`src/logic/srb_pkg.sv`:
```
// constants, types and register map for the receive back end block
// assumes one clock (aclk, 10 MHz) and an AXI4-Lite register master
package srb_pkg;

  // ****************************************************
  // register map (byte addresses)
  // ****************************************************
  localparam logic [3:0] REG_CTRL_ADDR   = 4'h0; // read/write control
  localparam logic [3:0] REG_STATUS_ADDR = 4'h4; // read only state
  localparam logic [3:0] REG_FLAGS_ADDR  = 4'h8; // sticky, write 1 clear

  // control field positions
  localparam int CTRL_MODE_LSB  = 0;  // 2-bit functional mode
  localparam int CTRL_LPBK_LSB  = 2;  // 2-bit software loopback select
  localparam int CTRL_PREEMPH   = 4;  // transmit pre-emphasis enable
  localparam logic [31:0] CTRL_RESET_VAL = 32'h0000_0000;

  // status field positions
  localparam int STAT_LPBK_LSB  = 0;  // 3-bit active loopback
  localparam int STAT_LEVEL_LSB = 4;  // 4-bit fifo fill level
  localparam int STAT_DEPTH_LSB = 8;  // 4-bit active fifo depth
  localparam int FLAG_OVF       = 0;  // fifo overflow seen

  // fifo depths per mode
  localparam int FIFO_DEPTH_PIPE  = 8;
  localparam int FIFO_DEPTH_OTHER = 4;

  // link power state P0 encoding
  localparam logic [1:0] PSTATE_P0 = 2'h0;

  // axi responses
  localparam logic [1:0] RESP_OKAY   = 2'h0;
  localparam logic [1:0] RESP_DECERR = 2'h3;

  // functional modes in the order of the control field
  typedef enum logic [1:0] {
    MODE_BASIC, MODE_GIGE, MODE_SRIO, MODE_PIPE
  } srb_mode_t;

  // software loopback select values
  localparam logic [1:0] SW_LPBK_NONE  = 2'h0;
  localparam logic [1:0] SW_LPBK_REVSER = 2'h1;
  localparam logic [1:0] SW_LPBK_PRECDR = 2'h2;

  // active loopback path
  typedef enum logic [2:0] {
    LB_NONE, LB_SERIAL, LB_REV_SERIAL, LB_REV_PRECDR, LB_REV_PARALLEL
  } srb_lpbk_t;

  // one decoded byte with its flags
  typedef struct packed {
    logic [7:0] data;    // decoded byte
    logic       ctrl;    // control character
    logic       err;     // code error
    logic       disperr; // disparity error
  } srb_byte_t;

  // fabric word: lower half earlier byte
  typedef struct packed {
    srb_byte_t hi;       // later byte
    srb_byte_t lo;       // earlier byte
  } srb_word_t;

  // clear and shutdown fan-out to neighbouring blocks
  typedef struct packed {
    logic rx_dig;        // aligner, matcher, decoder, rx xaui, checkers
    logic rx_ana;        // deserializer, rx pll/recovery, rx analog
    logic tx_dig;        // tx fifo/serializer, encoder, tx xaui, gens
    logic tx_ana;        // tx serializer, analog, tx pll
  } srb_clear_t;

endpackage

```
`src/logic/srb_rx_backend.sv`:
```
// receive back end: byte pairing, phase fifo, loopback and reset map
// assumes decoder, matcher and serial bits arrive on aclk, except the
// receive serial pin which is synchronised here
`timescale 1ns/1ps
`default_nettype none
module srb_rx_backend import srb_pkg::*; #(
  parameter int DEPTH_MAX = FIFO_DEPTH_PIPE   // storage words
) (
  input  wire logic        aclk,             // 10 MHz clock
  input  wire logic        aresetn,          // sync reset, low active
  // axi4-lite slave
  input  wire logic [3:0]  s_awaddr,         // write address
  input  wire logic        s_awvalid,        // write address valid
  output logic             s_awready,        // write address ready
  input  wire logic [31:0] s_wdata,          // write data
  input  wire logic [3:0]  s_wstrb,          // write strobes
  input  wire logic        s_wvalid,         // write data valid
  output logic             s_wready,         // write data ready
  output logic [1:0]       s_bresp,          // write response
  output logic             s_bvalid,         // write response valid
  input  wire logic        s_bready,         // write response ready
  input  wire logic [3:0]  s_araddr,         // read address
  input  wire logic        s_arvalid,        // read address valid
  output logic             s_arready,        // read address ready
  output logic [31:0]      s_rdata,          // read data
  output logic [1:0]       s_rresp,          // read response
  output logic             s_rvalid,         // read data valid
  input  wire logic        s_rready,         // read data ready
  // decoder byte stream
  input  wire logic        dec_valid,        // one byte this cycle
  input  wire srb_byte_t   dec_byte,         // byte and flags
  // fabric side
  output srb_word_t        fab_word,         // paired word
  output logic             fab_valid,        // word valid
  input  wire logic        fab_ready,        // fabric takes word
  // loopback controls and serial points
  input  wire logic        serial_lpbk_en,   // serial loopback request
  input  wire logic        det_lpbk,         // detect/loopback request
  input  wire logic [1:0]  pipe_pstate,      // link power state
  input  wire logic        ser_bit,          // serializer output bit
  input  wire logic        rx_serial_in,     // receive pin, async
  input  wire logic        cdr_bit,          // retimed recovery bit
  input  wire logic [9:0]  rm_data,          // rate matcher output
  input  wire logic [9:0]  tx_par,           // fabric tx parallel word
  output logic             recovery_in,      // clock_recovery_unit in
  output logic             tx_serial_out,    // transmit serial out
  output logic [9:0]       ser_par_in,       // serializer input
  output logic             preemph_en,       // pre-emphasis active
  // resets and powerdown
  input  wire logic        tx_digital_rst,   // per channel
  input  wire logic        rx_analog_rst,    // per channel
  input  wire logic        rx_digital_rst,   // per channel
  input  wire logic        blk_powerdown,    // block power down, high
  input  wire logic        blk_enable,       // block enable, low = off
  output srb_clear_t       clear_out         // clears to other blocks
);

  // ****************************************************
  // clear map
  // ****************************************************
  logic pwrdn;        // either block-wide shutdown
  logic rx_dig_clr;   // clears pairing and fifo here
  assign pwrdn      = blk_powerdown | ~blk_enable;
  assign rx_dig_clr = ~aresetn | rx_digital_rst | pwrdn;

  // registered fan-out; deskew fifo is not on this list on purpose
  always_ff @(posedge aclk) begin
    if (!aresetn) begin
      clear_out <= '{default: 1'b1};
    end else begin
      clear_out.rx_dig <= rx_digital_rst | pwrdn;
      clear_out.rx_ana <= rx_analog_rst | pwrdn;
      clear_out.tx_dig <= tx_digital_rst | pwrdn;
      clear_out.tx_ana <= pwrdn;
    end
  end

  // ****************************************************
  // control register and mode
  // ****************************************************
  logic [31:0] ctrl_reg;   // software control
  logic        ovf_reg;    // sticky overflow
  srb_mode_t   mode;       // functional mode
  logic [1:0]  sw_lpbk;    // software loopback select
  logic [3:0]  depth;      // active fifo depth
  assign mode    = srb_mode_t'(ctrl_reg[CTRL_MODE_LSB +: 2]);
  assign sw_lpbk = ctrl_reg[CTRL_LPBK_LSB +: 2];
  // a smaller depth in non-pipe modes keeps latency low
  assign depth = (mode == MODE_PIPE) ? 4'(FIFO_DEPTH_PIPE)
                                     : 4'(FIFO_DEPTH_OTHER);

  // ****************************************************
  // byte pairing
  // ****************************************************
  logic      half_reg;     // first byte of a pair held
  srb_byte_t first_reg;    // earlier byte
  logic      push;         // word into fifo
  srb_word_t push_word;    // word to store

  // in gige each byte goes on alone with zero upper half
  always_comb begin
    if (mode == MODE_GIGE) begin
      push      = dec_valid;
      push_word = '{hi: '0, lo: dec_byte};
    end else begin
      push      = dec_valid & half_reg;
      push_word = '{hi: dec_byte, lo: first_reg};
    end
  end

  // pairing phase is not aligned to any symbol; fabric sorts swaps
  always_ff @(posedge aclk) begin
    if (rx_dig_clr || mode == MODE_GIGE) begin
      half_reg  <= 1'b0;
      first_reg <= '0;
    end else if (dec_valid) begin
      half_reg <= ~half_reg;
      if (!half_reg) begin
        first_reg <= dec_byte;
      end
    end
  end

  // ****************************************************
  // phase compensation fifo
  // ****************************************************
  srb_word_t mem [DEPTH_MAX];  // storage
  logic [2:0] wptr_reg;        // write pointer
  logic [2:0] rptr_reg;        // read pointer
  logic [3:0] level_reg;       // words held
  logic       rate_reg;        // half-rate enable toggle
  logic       slot;            // fabric beat this cycle
  logic       pop;             // fifo to output stage
  logic       wr;              // accepted push

  // fabric side runs at half rate unless bytes pass singly
  assign slot = (mode == MODE_GIGE) | rate_reg;
  assign pop  = slot & (level_reg != 4'h0) & (~fab_valid | fab_ready);
  assign wr   = push & (level_reg < depth);

  // half-rate divider
  always_ff @(posedge aclk) begin
    if (rx_dig_clr) begin
      rate_reg <= 1'b0;
    end else begin
      rate_reg <= ~rate_reg;
    end
  end

  // storage write; pointers wrap at the active depth
  always_ff @(posedge aclk) begin
    if (wr) begin
      mem[wptr_reg] <= push_word;
    end
  end

  // pointer and level update
  always_ff @(posedge aclk) begin
    if (rx_dig_clr) begin
      wptr_reg  <= '0;
      rptr_reg  <= '0;
      level_reg <= '0;
    end else begin
      if (wr) begin
        wptr_reg <= (4'(wptr_reg) == depth - 4'h1) ? 3'h0 : wptr_reg + 3'h1;
      end
      if (pop) begin
        rptr_reg <= (4'(rptr_reg) == depth - 4'h1) ? 3'h0 : rptr_reg + 3'h1;
      end
      level_reg <= level_reg + 4'(wr) - 4'(pop);
    end
  end

  // output stage, data from flops
  always_ff @(posedge aclk) begin
    if (rx_dig_clr) begin
      fab_valid <= 1'b0;
      fab_word  <= '0;
    end else if (pop) begin
      fab_valid <= 1'b1;
      fab_word  <= mem[rptr_reg];
    end else if (fab_ready) begin
      fab_valid <= 1'b0;
    end
  end

  // ****************************************************
  // loopback selection
  // ****************************************************
  logic      rx_meta_reg;  // pin sync stage 1
  logic      rx_sync_reg;  // pin sync stage 2
  srb_lpbk_t lpbk;         // active loopback

  // receive pin synchroniser
  always_ff @(posedge aclk) begin
    rx_meta_reg <= rx_serial_in;
    rx_sync_reg <= rx_meta_reg;
  end

  // pins win over software; changes need no reset and the fabric
  // must ride out garbage while recovery relocks
  always_comb begin
    if (serial_lpbk_en && (mode == MODE_GIGE || mode == MODE_SRIO)) begin
      lpbk = LB_SERIAL;
    end else if (det_lpbk && mode == MODE_PIPE &&
                 pipe_pstate == PSTATE_P0) begin
      lpbk = LB_REV_PARALLEL;
    end else if (sw_lpbk == SW_LPBK_REVSER) begin
      lpbk = LB_REV_SERIAL;
    end else if (sw_lpbk == SW_LPBK_PRECDR) begin
      lpbk = LB_REV_PRECDR;
    end else begin
      lpbk = LB_NONE;
    end
  end

  // registered data path muxes
  always_ff @(posedge aclk) begin
    if (!aresetn) begin
      recovery_in   <= 1'b0;
      tx_serial_out <= 1'b0;
      ser_par_in    <= '0;
      preemph_en    <= 1'b0;
    end else begin
      recovery_in <= (lpbk == LB_SERIAL) ? ser_bit : rx_sync_reg;
      unique case (lpbk)
        LB_REV_SERIAL: tx_serial_out <= cdr_bit;
        LB_REV_PRECDR: tx_serial_out <= rx_sync_reg;
        default:       tx_serial_out <= ser_bit;
      endcase
      ser_par_in <= (lpbk == LB_REV_PARALLEL) ? rm_data : tx_par;
      preemph_en <= ctrl_reg[CTRL_PREEMPH] &
                    (lpbk != LB_REV_PRECDR);
    end
  end

  // ****************************************************
  // axi4-lite slave
  // ****************************************************
  logic       aw_held_reg;  // write address latched
  logic       w_held_reg;   // write data latched
  logic [3:0] awaddr_reg;   // latched address
  logic [31:0] wdata_reg;   // latched data
  logic [3:0] wstrb_reg;    // latched strobes
  logic       do_write;     // both halves present
  logic       w1c_ovf;      // overflow clear request
  logic [31:0] rd_val;      // read mux
  logic       rd_hit;       // mapped read

  assign s_awready = ~aw_held_reg & ~s_bvalid;
  assign s_wready  = ~w_held_reg & ~s_bvalid;
  assign s_arready = ~s_rvalid;
  assign do_write  = aw_held_reg & w_held_reg;
  assign w1c_ovf   = do_write & (awaddr_reg == REG_FLAGS_ADDR) &
                     wstrb_reg[0] & wdata_reg[FLAG_OVF];

  // address and data taken in either order
  always_ff @(posedge aclk) begin
    if (!aresetn) begin
      aw_held_reg <= 1'b0;
      w_held_reg  <= 1'b0;
      awaddr_reg  <= '0;
      wdata_reg   <= '0;
      wstrb_reg   <= '0;
    end else if (do_write) begin
      aw_held_reg <= 1'b0;
      w_held_reg  <= 1'b0;
    end else begin
      if (s_awvalid && s_awready) begin
        aw_held_reg <= 1'b1;
        awaddr_reg  <= s_awaddr;
      end
      if (s_wvalid && s_wready) begin
        w_held_reg <= 1'b1;
        wdata_reg  <= s_wdata;
        wstrb_reg  <= s_wstrb;
      end
    end
  end

  // control register with byte strobes
  always_ff @(posedge aclk) begin
    if (!aresetn) begin
      ctrl_reg <= CTRL_RESET_VAL;
    end else if (do_write && awaddr_reg == REG_CTRL_ADDR) begin
      for (int i = 0; i < 4; i++) begin
        if (wstrb_reg[i]) begin
          ctrl_reg[i*8 +: 8] <= wdata_reg[i*8 +: 8];
        end
      end
    end
  end

  // overflow flag: a new overflow beats a clear in the same cycle
  always_ff @(posedge aclk) begin
    if (!aresetn) begin
      ovf_reg <= 1'b0;
    end else if (push && !wr) begin
      ovf_reg <= 1'b1;
    end else if (w1c_ovf) begin
      ovf_reg <= 1'b0;
    end
  end

  // write response
  always_ff @(posedge aclk) begin
    if (!aresetn) begin
      s_bvalid <= 1'b0;
      s_bresp  <= RESP_OKAY;
    end else if (do_write) begin
      s_bvalid <= 1'b1;
      s_bresp  <= (awaddr_reg == REG_STATUS_ADDR ||
                   awaddr_reg == REG_CTRL_ADDR ||
                   awaddr_reg == REG_FLAGS_ADDR) ? RESP_OKAY : RESP_DECERR;
    end else if (s_bready) begin
      s_bvalid <= 1'b0;
    end
  end

  // read mux; unmapped reads give zero and decode error
  always_comb begin
    rd_val = '0;
    rd_hit = 1'b1;
    unique case (s_araddr)
      REG_CTRL_ADDR: rd_val = ctrl_reg;
      REG_STATUS_ADDR: begin
        rd_val[STAT_LPBK_LSB +: 3]  = lpbk;
        rd_val[STAT_LEVEL_LSB +: 4] = level_reg;
        rd_val[STAT_DEPTH_LSB +: 4] = depth;
      end
      REG_FLAGS_ADDR: rd_val[FLAG_OVF] = ovf_reg;
      default: rd_hit = 1'b0;
    endcase
  end

  // read answer one cycle after the address is taken
  always_ff @(posedge aclk) begin
    if (!aresetn) begin
      s_rvalid <= 1'b0;
      s_rdata  <= '0;
      s_rresp  <= RESP_OKAY;
    end else if (s_arvalid && s_arready) begin
      s_rvalid <= 1'b1;
      s_rdata  <= rd_val;
      s_rresp  <= rd_hit ? RESP_OKAY : RESP_DECERR;
    end else if (s_rready) begin
      s_rvalid <= 1'b0;
    end
  end

endmodule
`default_nettype wire

```
`config.mk`:
```
export PLATFORM = sky130hd
export DESIGN_NAME = srb_rx_backend
export DESIGN_NICKNAME = d
export VERILOG_FILES = /design/src/logic/srb_pkg.sv /design/src/logic/srb_rx_backend.sv
export SDC_FILE = /design/constraint.sdc
export NUM_CORES = 1
export LEC_CHECK = 0
export BUFFER_PORTS_ARGS = -buffer_cell sky130_fd_sc_hd__buf_2
export CAP_MARGIN = 20
export CORE_MARGIN = 2
export CORE_UTILIZATION = 35
export CTS_CLUSTER_SIZE = 8
export DETAILED_ROUTE_END_ITERATION = 8
export PLACE_DENSITY = 0.65
export REMOVE_ABC_BUFFERS = 1
export SLEW_MARGIN = 20
export SYNTH_ARGS = -nofsm -noshare
export SYNTH_HDL_FRONTEND = slang
export SYNTH_SLANG_ARGS = --single-unit
```
`constraint.sdc`:
```
create_clock -name aclk -period 4.1 [get_ports aclk]
set_input_delay 0.205 -clock aclk [delete_from_list [all_inputs] [get_ports aclk]]
set_output_delay 0.205 -clock aclk [all_outputs]
set_load 0.1 [all_outputs]
```
Yosys cells after proc, flatten, opt, wreduce, memory -nomap -nowiden. Memory sizes are Yosys's and may differ from the RTL's. A register that Yosys moved wholly into a read port is not among the register bits. Cells that the tools add are included.

Add/sub/neg operators: 5. $lt $le $gt $ge: 1. Eq/ne operators: 16. Multiplexer cells: 30. Bitwise logic cells: 29. Reduce and logical (&&, ||, !) cells: 30.

Operators with widths (number): two-way mux 22 bit (1); two-way mux 20 bit (1); case mux 8 bit (2 select lines) (1); two-way mux 1 bit (14); AND reduction 2 bit (7); two-way mux 3 bit (4); bitwise AND 1 bit (11); two-way mux 10 bit (1); inverter 1 bit (10); == test 3 x 4 -> 1 bit (2); == test 4 x 3 -> 1 bit (second input constant) (2); == test 4 bit (second input constant) (2); logical AND 1 bit (8); zero test 4 bit (2); two-way mux 2 bit (4); OR 1 bit (8); nonzero test 2 bit (4); adder 3 x 1 -> 3 bit (second input constant) (2); == test 2 bit (second input constant) (3); == test 3 x 2 -> 1 bit (second input constant) (2); adder 4 x 1 -> 4 bit (1); == test 2 x 1 -> 1 bit (second input constant) (2); logical OR 1 bit (4); < comparator 4 bit (1); 14 further kinds (14).

Register bits after elaboration: 156. Memory bits (writable): 176. Input bits: 96. Output and inout bits: 81. Word-level logic and storage cells: 147. Memories: 1.

Memory list: mem (words 8, width 22, rd ports 1, clocked after Yosys merged registers in 1, write ports 1, RTL line srb_rx_backend.sv:127) `srb_word_t mem [DEPTH_MAX];`.

Longest topological paths before layout. Gate-level depths: netlist (run 1).

Depth after elaboration: 7. Mapped depth: 13. Mapped depth without buffers: 13.

Worst setup path before layout (run 1). OpenSTA, ideal clock, no wires.

Kind: reg2reg. Start: register ctrl_reg[0]. End: memory mem[4][0] (netlist bit) (enable). Library setup time: 0.465 ns. Arrival time: 3.806 ns. Data required time: 3.635 ns. Path slack: -0.171 ns. Stages on the path, launching flop included: 8. Buffers on the path: 0. Clock period less this slack: 4.271 ns. Cell sequence: dfxtp_1 > ha_1 > inv_1 > ha_1 > o21ai_0 > and3_1 > inv_1 > nor4b_1.

Cells in the longest elaborated chain, start to end: 6. Elaborated cells on any way between the ends: 8. Those cells by class: order compare: 1; eq/ne: 2; mux: 4; bitwise: 1.

RTL lines: start: declaration (RTL line srb_rx_backend.sv:81) `logic [31:0] ctrl_reg;`; start signal: indexed assignment (RTL line srb_rx_backend.sv:288) `ctrl_reg[i*8 +: 8] <= wdata_reg[i*8 +: 8];`; == test 2 bit (RTL line srb_rx_backend.sv:89) `assign depth = (mode == MODE_PIPE) ? 4'(FIFO_DEPTH_PIPE)`; two-way mux 4 bit (RTL line srb_rx_backend.sv:89); < comparator 4 bit (RTL line srb_rx_backend.sv:139) `assign wr = push & (level_reg < depth);`; bitwise AND 1 bit (*) (RTL line srb_rx_backend.sv:139); two-way mux 1 bit (*) (RTL line srb_rx_backend.sv:152) `if (wr) begin`; two-way mux 1 bit (implied by the code) (*) (RTL line srb_rx_backend.sv:153) `mem[wptr_reg] <= push_word;`; end: declaration (RTL line srb_rx_backend.sv:127).

Mark *: on every way between the ends. The rest lies on a longest branch, timed or not.

Final worst setup path (run 1).
Start: register ctrl_reg[0]. End: memory mem[5][10] (netlist bit) (enable).

The elaborated chain is that of the path after synthesis.

==> impl_metrics.py, run 1 <==
metrics = {
    "sta": {
        "period_share": 0.742,
        "finalSetupViolCount": 0,
        "finalCriticalPeriod_ps": 3040,
        "report.final.slew_viol_count": 0,
        "grt_setup_unrepaired": "no",
        "layout_setup_ws_ps": 1060,
        "fin_setup_tns_ps": 0,
        "tightest_slew_ps": 777,
        "finClkSkew_ps": 17.2,
        "max_freq_ghz": 0.328,
        "relSlewSlack": 0.481,
        "finalHoldViolations": 0,
    },
    "global_routing": {
        "grt_overflow": 0,
        "grt_pass1_vias": 9173,
        "grt_max_degree": 78,
        "antenna_found_initial": 1,
        "grt_pass1_wl_mm": 50.8,
        "grt_use_total": 0.159,
    },
    "die": {
        "initial_core_util": 0.354,
        "core_um2": 38600,
        "io_pins": 177,
        "die_y_um": 201,
        "dieWidth_um": 201,
        "rows": 72,
        "dieArea_um2": 40600,
    },
    "final_layout": {
        "fillers": 3490,
        "largest_reg_flops": 176,
        "final_core_util": 0.451,
        "stdcell_count": 1814,
        "nets": 1374,
        "regMostFlops": "mem",
        "drive_gt1_frac": 0.262,
        "diodes": 0,
        "area_delta_synth_final_pct": 27.5,
    },
    "route": {
        "vias": 8775,
        "route.detailed.drc": 0,
        "wl_per_cell_um": 17.8,
        "drt-initial-drc-count": 526,
        "viasPerCell": 4.84,
        "ant_nets": 0,
        "routed_wl_mm": 32.3,
        "drtPass1Iterations": 5,
    },
    "logic_synthesis": {
        "ys_warn_count": 0,
        "synth_flop_cell": "edfxtp_1",
        "synth_cells": 990,
        "yosysUniqueCellTypes": 50,
        "synth_top_area_frac": 0.387,
        "synth_seq_cells": 352,
        "yosys.area.top_type": "edfxtp_1",
        "ys_seq_area_frac": 0.645,
        "synth-edff-count": 176,
        "synth_area_leaders": "edfxtp_1, dfxtp_1, mux4_2, mux2i_1, nand2_1",
        "yosys-top-cells-count": "dfxtp_1, edfxtp_1, nand2_1",
        "synth_area_um2": 13700,
        "avgSynthCellArea_um2": 13.8,
        "async_flop_share": 0,
    },
    "outcome": {
        "status": "complete, no violations",
    },
    "power_and_ir_drop": {
        "ir_worst_vdd_mv": 0.287,
        "powerDensity_nw_per_um2": 458,
        "p_leak_uw": 0.00663,
    },
    "placed_design": {
        "dp_hpwl_mm": 19.7,
        "dp_cells": 1648,
        "port_buffers": 176,
        "place_ws_ps": 999,
        "place.gp.congestion": 0.739,
    },
    "critical_path": {
        "cp.required_ps": 4350,
        "crit_chain": "ha_1, inv_1, ha_1, o21ai_0, and3_1, nand2_1, nor3b_2, buf_4",
        "cp.arrival_ps": 3290,
        "cp-start-kind": "flip-flop",
        "crit_top_cell": "ha_1",
        "critPathKind": "flip-flop to flip-flop",
        "crit_slowest_cell": "nor3b_2",
        "endpoint_kind": "flip-flop",
        "cp_top_family": "simple AND/OR/NAND/NOR gates",
        "crit_fanout": 9,
        "max_stage_delay_ps": 690,
        "cp_num_buf_inv": 2,
    },
    "clock_tree": {
        "cts_buffer_depth": 3,
        "root_buffer": "clkbuf_16",
        "clk_latency_ps": 560,
        "clk_pin_slew_ps": 50,
        "cts_setup_buffers": 0,
        "cts_tree": "done",
        "h-tree-depth": 2,
        "ctsHoldBuffers": 84,
        "cts_resized": 0,
        "cts_made_buffers": 50,
        "cts.sinks": 352,
    },
    "flow_run": {
        "cap_violations": 0,
    },
    "hold_path": {
        "hp-class": "input port to flip-flop",
    },
}
tightest hold or removal path, stage by stage:
cell and delay (ps):
buf_2 80, nor2_1 90, nand2_1 80, mux2i_1 60
placed cells by master (no fill, tap or decap), types with 4 or more instances in the layout:
master and n:
ha_1 11, mux4_1 14, mux2_2 33, o21ai_0 13, a21oi_1 21, buf_4 26, a21boi_0 61, nand2b_1 7
a22o_1 22, mux4_2 30, nand3_2 4, a221oi_1 7, buf_2 175, and2_1 5, clkbuf_1 28, nand3_1 23
nand2_1 134, nor2_1 19, edfxtp_1 176, dlygate4sd3_1 84, mux2i_1 53, nor2b_1 64, dfxtp_1 174, inv_1 14
clkbuf_16 51
final timing paths:
check | start | slack (ps) | cells past startpoint | to
max | ctrl_reg[0]$_SDFFE_PN0P_ | 1060 | 8 | mem[5][10]$_DFFE_PP_
min | rx_digital_rst | 30 | 4 | rptr_reg[2]$_SDFFE_PP0P_
max reg2reg | ctrl_reg[0]$_SDFFE_PN0P_ | 1060 | 8 | mem[5][10]$_DFFE_PP_
min reg2reg | rx_meta_reg$_DFF_P_ | 330 | 0 | rx_sync_reg$_DFF_P_
metal layers:
| layer | share of wire | GRT usage | vias to the layer above |
|---|---|---|---|
| met2 | 0.48 | 0.264 | 268 |
| met1 | 0.44 | 0.207 | 4293 |
| met5 | 0.00043 | 0 | - |
| met4 | 0.018 | 0.0439 | 2 |
| met3 | 0.066 | 0.0398 | 48 |
| li1 | - | - | 4164 |
through the flow:
step	hold WS [ps]	total power, uW	instance area [um^2]
after detailed placement	314	4240	15100
after global routing	37.3	8250	17400
final	27.5	7970	17400
after CTS	14.3	8080	17400
after floorplan	233	4090	13400
after global placement	311	4240	15100
area by class of cell:
class                      count  area, um^2  share of cell area
sequential                   352        8810               0.506
multi-input combinational    563        4560               0.262
timing repair buffer         285        1910               0.110
clock buffer                  79        1380              0.0794
tap                          518         648              0.0372
inverter                      14        52.6             0.00302
clock inverter                 3        36.3             0.00209
cells by family (layout without fill, tap and decap cells):
group,count (synthesis),after routing,synth area share
muxes,130,130,0.143
buffers and inverters,75,381,0.0251
DFF,352,352,0.645
AOI/OAI and AO/OA,135,135,0.0714
xor gates and xnor gates,4,4,0.00257
and+or+nand+nor,282,282,0.102
adders and majority gates,12,12,0.0115
power by group:
part | total (uW) | internal [uW] | switching, uW
clock | 3730 | 2280 | 1450
combinational | 480 | 163 | 317
sequential | 3760 | 3730 | 24.9
Power figures use the tool's default switching activity.
==> run 2: changes to the inputs <==
Clock period 4.1 ns to 2.7 ns, I/O delays scaled along.
==> run 2 against run 1 <==
Effect of this change: highest routed layer unchanged; critical path type unchanged; final cell count rose by 0.77%; design area grew 1.5%; non-clock buffer count increased by 16; sequential power grew 52%; clock power rose by 55%; register-to-register slack got worse by 830 ps; sequential cell count did not move; clock skew rose by 9.0 ps; largest power group is now the clock network; power rose by 53%.
==> impl_metrics.py, run 2 (synthesis gave the netlist of run 1 again) <==
metrics = {
    "outcome": {
        "status": "complete, no violations",
    },
    "clock_tree": {
        "h-tree-depth": 2,
        "cts_setup_buffers": 0,
        "clk_latency_ps": 600,
        "cts.sinks": 352,
        "cts_made_buffers": 50,
        "cts_buffer_depth": 3,
        "root_buffer": "clkbuf_16",
        "cts_tree": "done",
        "clk_pin_slew_ps": 50,
    },
    "die": {
        "io_pins": 177,
        "core_um2": 38600,
        "rows": 72,
        "dieWidth_um": 201,
        "die_y_um": 201,
        "initial_core_util": 0.354,
        "dieArea_um2": 40600,
    },
    "critical_path": {
        "r2r-end": "level_reg[2]$_SDFF_PP0_",
        "endpoint_kind": "flip-flop",
        "timing.rr.start": "ctrl_reg[0]$_SDFFE_PN0P_",
        "critPathKind": "flip-flop to flip-flop",
        "cp.depth": 13,
        "cp.required_ps": 3150,
        "crit_slowest_cell": "fa_1",
        "reg2reg_depth": 13,
        "cp_num_buf_inv": 4,
        "crit_fanout": 5,
        "cp-start-kind": "flip-flop",
        "cp_top_family": "adder cells",
        "cp.arrival_ps": 2930,
        "crit_chain": "ha_1, inv_1, ha_1, o21ai_0, and3_4, inv_1, ha_1, inv_1, ha_1, inv_1, fa_1, xor2_1, nor2_1",
        "max_stage_delay_ps": 370,
        "reg2reg_slack_ps": 220,
    },
    "placed_design": {
        "place.gp.congestion": 0.735,
        "port_buffers": 176,
        "dp_cells": 1654,
        "dp_hpwl_mm": 19.8,
    },
    "hold_path": {
        "min_delay_path_depth": 5,
        "holdPathEnd": "rptr_reg[2]$_SDFFE_PP0P_",
        "hp-class": "input port to flip-flop",
        "min_from": "rx_digital_rst",
    },
    "final_layout": {
        "area_delta_synth_final_pct": 29.4,
        "diodes": 0,
        "largest_reg_flops": 176,
        "nets": 1390,
        "regMostFlops": "mem",
        "stdcell_count": 1828,
        "fillers": 3490,
        "drive_gt1_frac": 0.267,
        "final_common_cell": "edfxtp_1",
        "final_cell_mix": "edfxtp_1, buf_2, dfxtp_1",
    },
    "sta": {
        "max_freq_ghz": 0.404,
        "period_share": 0.918,
        "hold_ws_ps": 18.8,
        "finalHoldViolations": 0,
        "tightest_slew_ps": 777,
        "fin_setup_tns_ps": 0,
        "grt_setup_unrepaired": "no",
        "relSlewSlack": 0.482,
        "finClkSkew_ps": 26.1,
        "finalSetupViolCount": 0,
        "finalCriticalPeriod_ps": 2480,
        "report.final.slew_viol_count": 0,
    },
    "route": {
        "ant_nets": 0,
        "drt-initial-drc-count": 475,
        "vias": 8801,
        "route.detailed.drc": 0,
        "drtPass1Iterations": 7,
        "routed_wl_mm": 32.8,
        "viasPerCell": 4.81,
        "wl_per_cell_um": 17.9,
    },
    "global_routing": {
        "grt_pass1_wl_mm": 51.3,
        "grt_overflow": 0,
        "grt_max_degree": 73,
        "grt_pass1_vias": 9000,
        "grt_use_total": 0.163,
        "antenna_found_initial": 1,
    },
    "power_and_ir_drop": {
        "ir_worst_vdd_mv": 0.467,
        "powerDensity_nw_per_um2": 692,
        "p_leak_uw": 0.00675,
    },
    "flow_run": {
        "cap_violations": 0,
    },
}
[run 2: cell types whose count changed in the layout (fill, tap and decap cells not counted), moves of 2 or more]
cell           delta
clkinv_16         +2
clkbuf_8          +2
clkbuf_1          -4
buf_12            +7
dlygate4sd3_1    +10
[run 2: per-layer routing]
metal  GRT usage  vias up  wire, um
met1       0.202     4318     14000
li1            -     4196         -
met3      0.0444       53      2020
met5           0        -        13
met4      0.0473        2       651
met2       0.278      232     16100
[run 2: timing repair]
action,in CTS,in global routing
resized for setup,0,3
hold buffers,94,0
endpoints found under the setup margin,0,11
hold endpoints to repair,95,0
[run 2: stage by stage]
stage,worst slack [ps],util,power (uW),area [um^2]
CTS,95.3,0.458,12400,17700
floorplan,-1640,-,6210,13400
detailed placement,160,0.396,6450,15300
global route,15.5,0.458,12700,17700
finish,222,0.458,12200,17700
global placement,192,0.396,6440,15300
[run 2: worst max-delay path by stage]
stage / startpoint / to / slack [ps]
2_1_floorplan: ctrl_reg[0]$_SDFFE_PN0P_ / mem[4][0]$_DFFE_PP_ / -1640
3_3_place_gp: ctrl_reg[0]$_SDFFE_PN0P_ / level_reg[2]$_SDFF_PP0_ / 190
3_5_place_dp: ctrl_reg[0]$_SDFFE_PN0P_ / level_reg[2]$_SDFF_PP0_ / 160
4_1_cts: ctrl_reg[1]$_SDFFE_PN0P_ / ser_par_in[9]$_SDFF_PN0_ / 100
5_1_grt: ctrl_reg[0]$_SDFFE_PN0P_ / level_reg[2]$_SDFF_PP0_ / 20
6_report: ctrl_reg[0]$_SDFFE_PN0P_ / level_reg[2]$_SDFF_PP0_ / 220
[run 2: worst reg2reg max path: stages, from the launching register on]
cell	delay [ps]
dfxtp_1	310
ha_1	200
inv_1	110
ha_1	240
o21ai_0	100
and3_4	250
inv_1	60
ha_1	260
inv_1	60
ha_1	150
inv_1	60
fa_1	370
xor2_1	140
nor2_1	50
[run 2: final cells by class]
type,count,area [um^2],share of cell area
timing repair buffer,301,2140,0.121
clock inverter,4,85.1,0.00482
sequential,352,8810,0.499
clock buffer,76,1370,0.0775
tap,518,648,0.0367
inverter,14,52.6,0.00297
multi-input combinational,563,4560,0.258
[run 2: report_power, final]
group	internal, uW	switching, uW
clock network	3470	2310
logic	256	481
registers	5670	38.9
==> run 3: changes to the inputs <==
Settings changed: PLACE_DENSITY 0.65 to 0.63.
Clock period 2.7 ns to 2.8 ns, I/O delays scaled along.
==> run 3 against run 2 <==
Effect of this change: die area unchanged; core utilization shrank 0.46 points; combinational power decreased by 3.5%; wire length hardly changed; sequential power is 3.7% lower; clock-buffer cell count down 1; clock power shrank 5.7%; clock skew fell by 1.7 ps; first-iteration DRC count down 14%; highest routed layer unchanged.
==> impl_metrics.py, run 3 (synthesis gave the netlist of run 1 again) <==
metrics = {
    "outcome": {
        "status": "complete, no violations",
    },
    "global_routing": {
        "grt_pass1_vias": 9215,
        "grt_use_met2": 0.282,
        "grt_max_degree": 123,
        "use_met3": 0.0389,
        "antenna_found_initial": 2,
        "grt_overflow": 0,
        "busiest_layer": "met2",
        "grtUsageMet1": 0.194,
        "grt_pass1_wl_mm": 51.3,
        "grt_use_total": 0.161,
    },
    "sta": {
        "report.final.slew_viol_count": 0,
        "max_freq_ghz": 0.382,
        "finalHoldViolations": 0,
        "relSlewSlack": 0.337,
        "grt_setup_unrepaired": "no",
        "finalSetupViolCount": 0,
        "layout_setup_ws_ps": 185,
        "finalCriticalPeriod_ps": 2620,
        "tightest_slew_ps": 994,
        "fin_setup_tns_ps": 0,
        "finClkSkew_ps": 24.4,
        "period_share": 0.934,
    },
    "power_and_ir_drop": {
        "p_leak_uw": 0.00668,
        "cellInternalPower_uw": 9020,
        "power_uw": 11700,
        "ir_worst_vdd_mv": 0.454,
        "powerDensity_nw_per_um2": 667,
        "combPwrFrac": 0.061,
        "p_sw_frac": 0.227,
        "p_clk_frac": 0.467,
        "seqPwrFrac": 0.472,
        "p_sw_uw": 2650,
    },
    "critical_path": {
        "cp.arrival_ps": 3060,
        "cp.required_ps": 3250,
        "crit_fanout": 11,
        "reg2reg_depth": 7,
        "endpoint_kind": "flip-flop",
        "critPathKind": "flip-flop to flip-flop",
        "cp-start-kind": "flip-flop",
    },
    "placed_design": {
        "port_buffers": 176,
        "dp_hpwl_mm": 20.3,
        "place_ws_ps": 205,
        "place.gp.congestion": 0.743,
        "place_area_um2": 15200,
    },
    "final_layout": {
        "nets": 1382,
        "area_delta_synth_final_pct": 28.1,
        "final_area_um2": 17500,
        "final_cell_mix": "edfxtp_1, buf_2, dfxtp_1",
        "largest_reg_flops": 176,
        "final_common_cell": "edfxtp_1",
        "drive_gt1_frac": 0.265,
        "regMostFlops": "mem",
    },
    "hold_path": {
        "min_delay_path_depth": 3,
        "hp-class": "input port to flip-flop",
    },
    "route": {
        "drt-initial-drc-count": 409,
        "route.detailed.drc": 0,
        "drtPass1Iterations": 5,
        "wl_per_cell_um": 18.0,
        "routed_wl_mm": 32.8,
        "viasPerCell": 4.82,
        "ant_nets": 0,
        "vias": 8775,
    },
    "clock_tree": {
        "cts_tree": "done",
        "root_buffer": "clkbuf_16",
        "cts_setup_buffers": 0,
        "cts.sinks": 352,
        "cts_made_buffers": 50,
        "h-tree-depth": 2,
        "clk_latency_ps": 570,
        "cts_buffer_depth": 3,
        "clk_pin_slew_ps": 50,
    },
    "die": {
        "initial_core_util": 0.354,
        "rows": 72,
        "dieWidth_um": 201,
        "dieArea_um2": 40600,
        "io_pins": 177,
        "core_um2": 38600,
        "die_y_um": 201,
    },
    "flow_run": {
        "cap_violations": 0,
    },
}
-- run 3: cell count changes in the layout (fill, tap and decap cells not counted) --
cell / previous run / this run
dfxtp_1: 174 / 173
clkinv_16: 2 / 1
buf_4: 25 / 28
inv_6: 0 / 1
nor2_2: 2 / 0
nor2_1: 19 / 21
dlygate4sd3_1: 94 / 88
buf_12: 7 / 2
nand2b_1: 6 / 7
clkbuf_8: 2 / 1
diode_2: 0 / 1
dfxtp_2: 2 / 3
nand2b_2: 1 / 0
-- run 3: worst paths after layout --
path	startpoint	endpoint	slack (ps)
worst max-delay path	ctrl_reg[1]$_SDFFE_PN0P_	ser_par_in[3]$_SDFF_PN0_	180
worst min-delay path	blk_enable	clear_out[2]$_SDFF_PN1_	20
worst max register to register	ctrl_reg[1]$_SDFFE_PN0P_	ser_par_in[3]$_SDFF_PN0_	180
worst min register to register	rx_meta_reg$_DFF_P_	rx_sync_reg$_DFF_P_	330
-- run 3: power groups by stage --
stage	clock [uW]	sequential, uW	combinational [uW]
after floorplan	0	5780	213
after global placement	0	5600	609
after detailed placement	0	5600	614
after CTS	5600	5500	712
after global routing	5820	5510	760
final	5450	5500	712
-- run 3: timing repair --
action	4_1_cts	5_1_grt
gates resized for setup	0	3
hold endpoints to repair	78	0
setup endpoints to repair	0	1
hold buffers	88	0
-- run 3: per-stage QoR --
step | hold slack [ps] | std cells | utilization
2_1_floorplan | 168 | 929 | -
4_1_cts | 22.0 | 1819 | 0.453
3_3_place_gp | 246 | 1652 | 0.394
5_1_grt | 55.4 | 1820 | 0.454
6_report | 18.6 | 1820 | 0.454
3_5_place_dp | 248 | 1652 | 0.394
-- run 3: critical path: stages, from the launching register on --
cell           delay, ps
dfxtp_1              370
inv_1                 60
ha_1                 300
nor2b_1              270
nand2b_1             600
mux2i_1              290
dlygate4sd3_1        570
nor2b_1               40
-- run 3: layout make-up --
cell class | instances | area [um^2]
Antenna cell | 1 | 2.50
Clock buffer | 75 | 1360
Clock inverter | 4 | 63.8
Fill cell | 3493 | 21100
Inverter | 14 | 52.6
Multi-Input combinational cell | 563 | 4550
Sequential cell | 352 | 8810
Tap cell | 518 | 648
Timing Repair Buffer | 293 | 2010
-- run 3: layer usage --
layer  routed length [um]  part of all wire
met1                13600              0.41
met2                16400              0.50
met3                 1940             0.059
met4                  804             0.025
met5                   13           0.00040
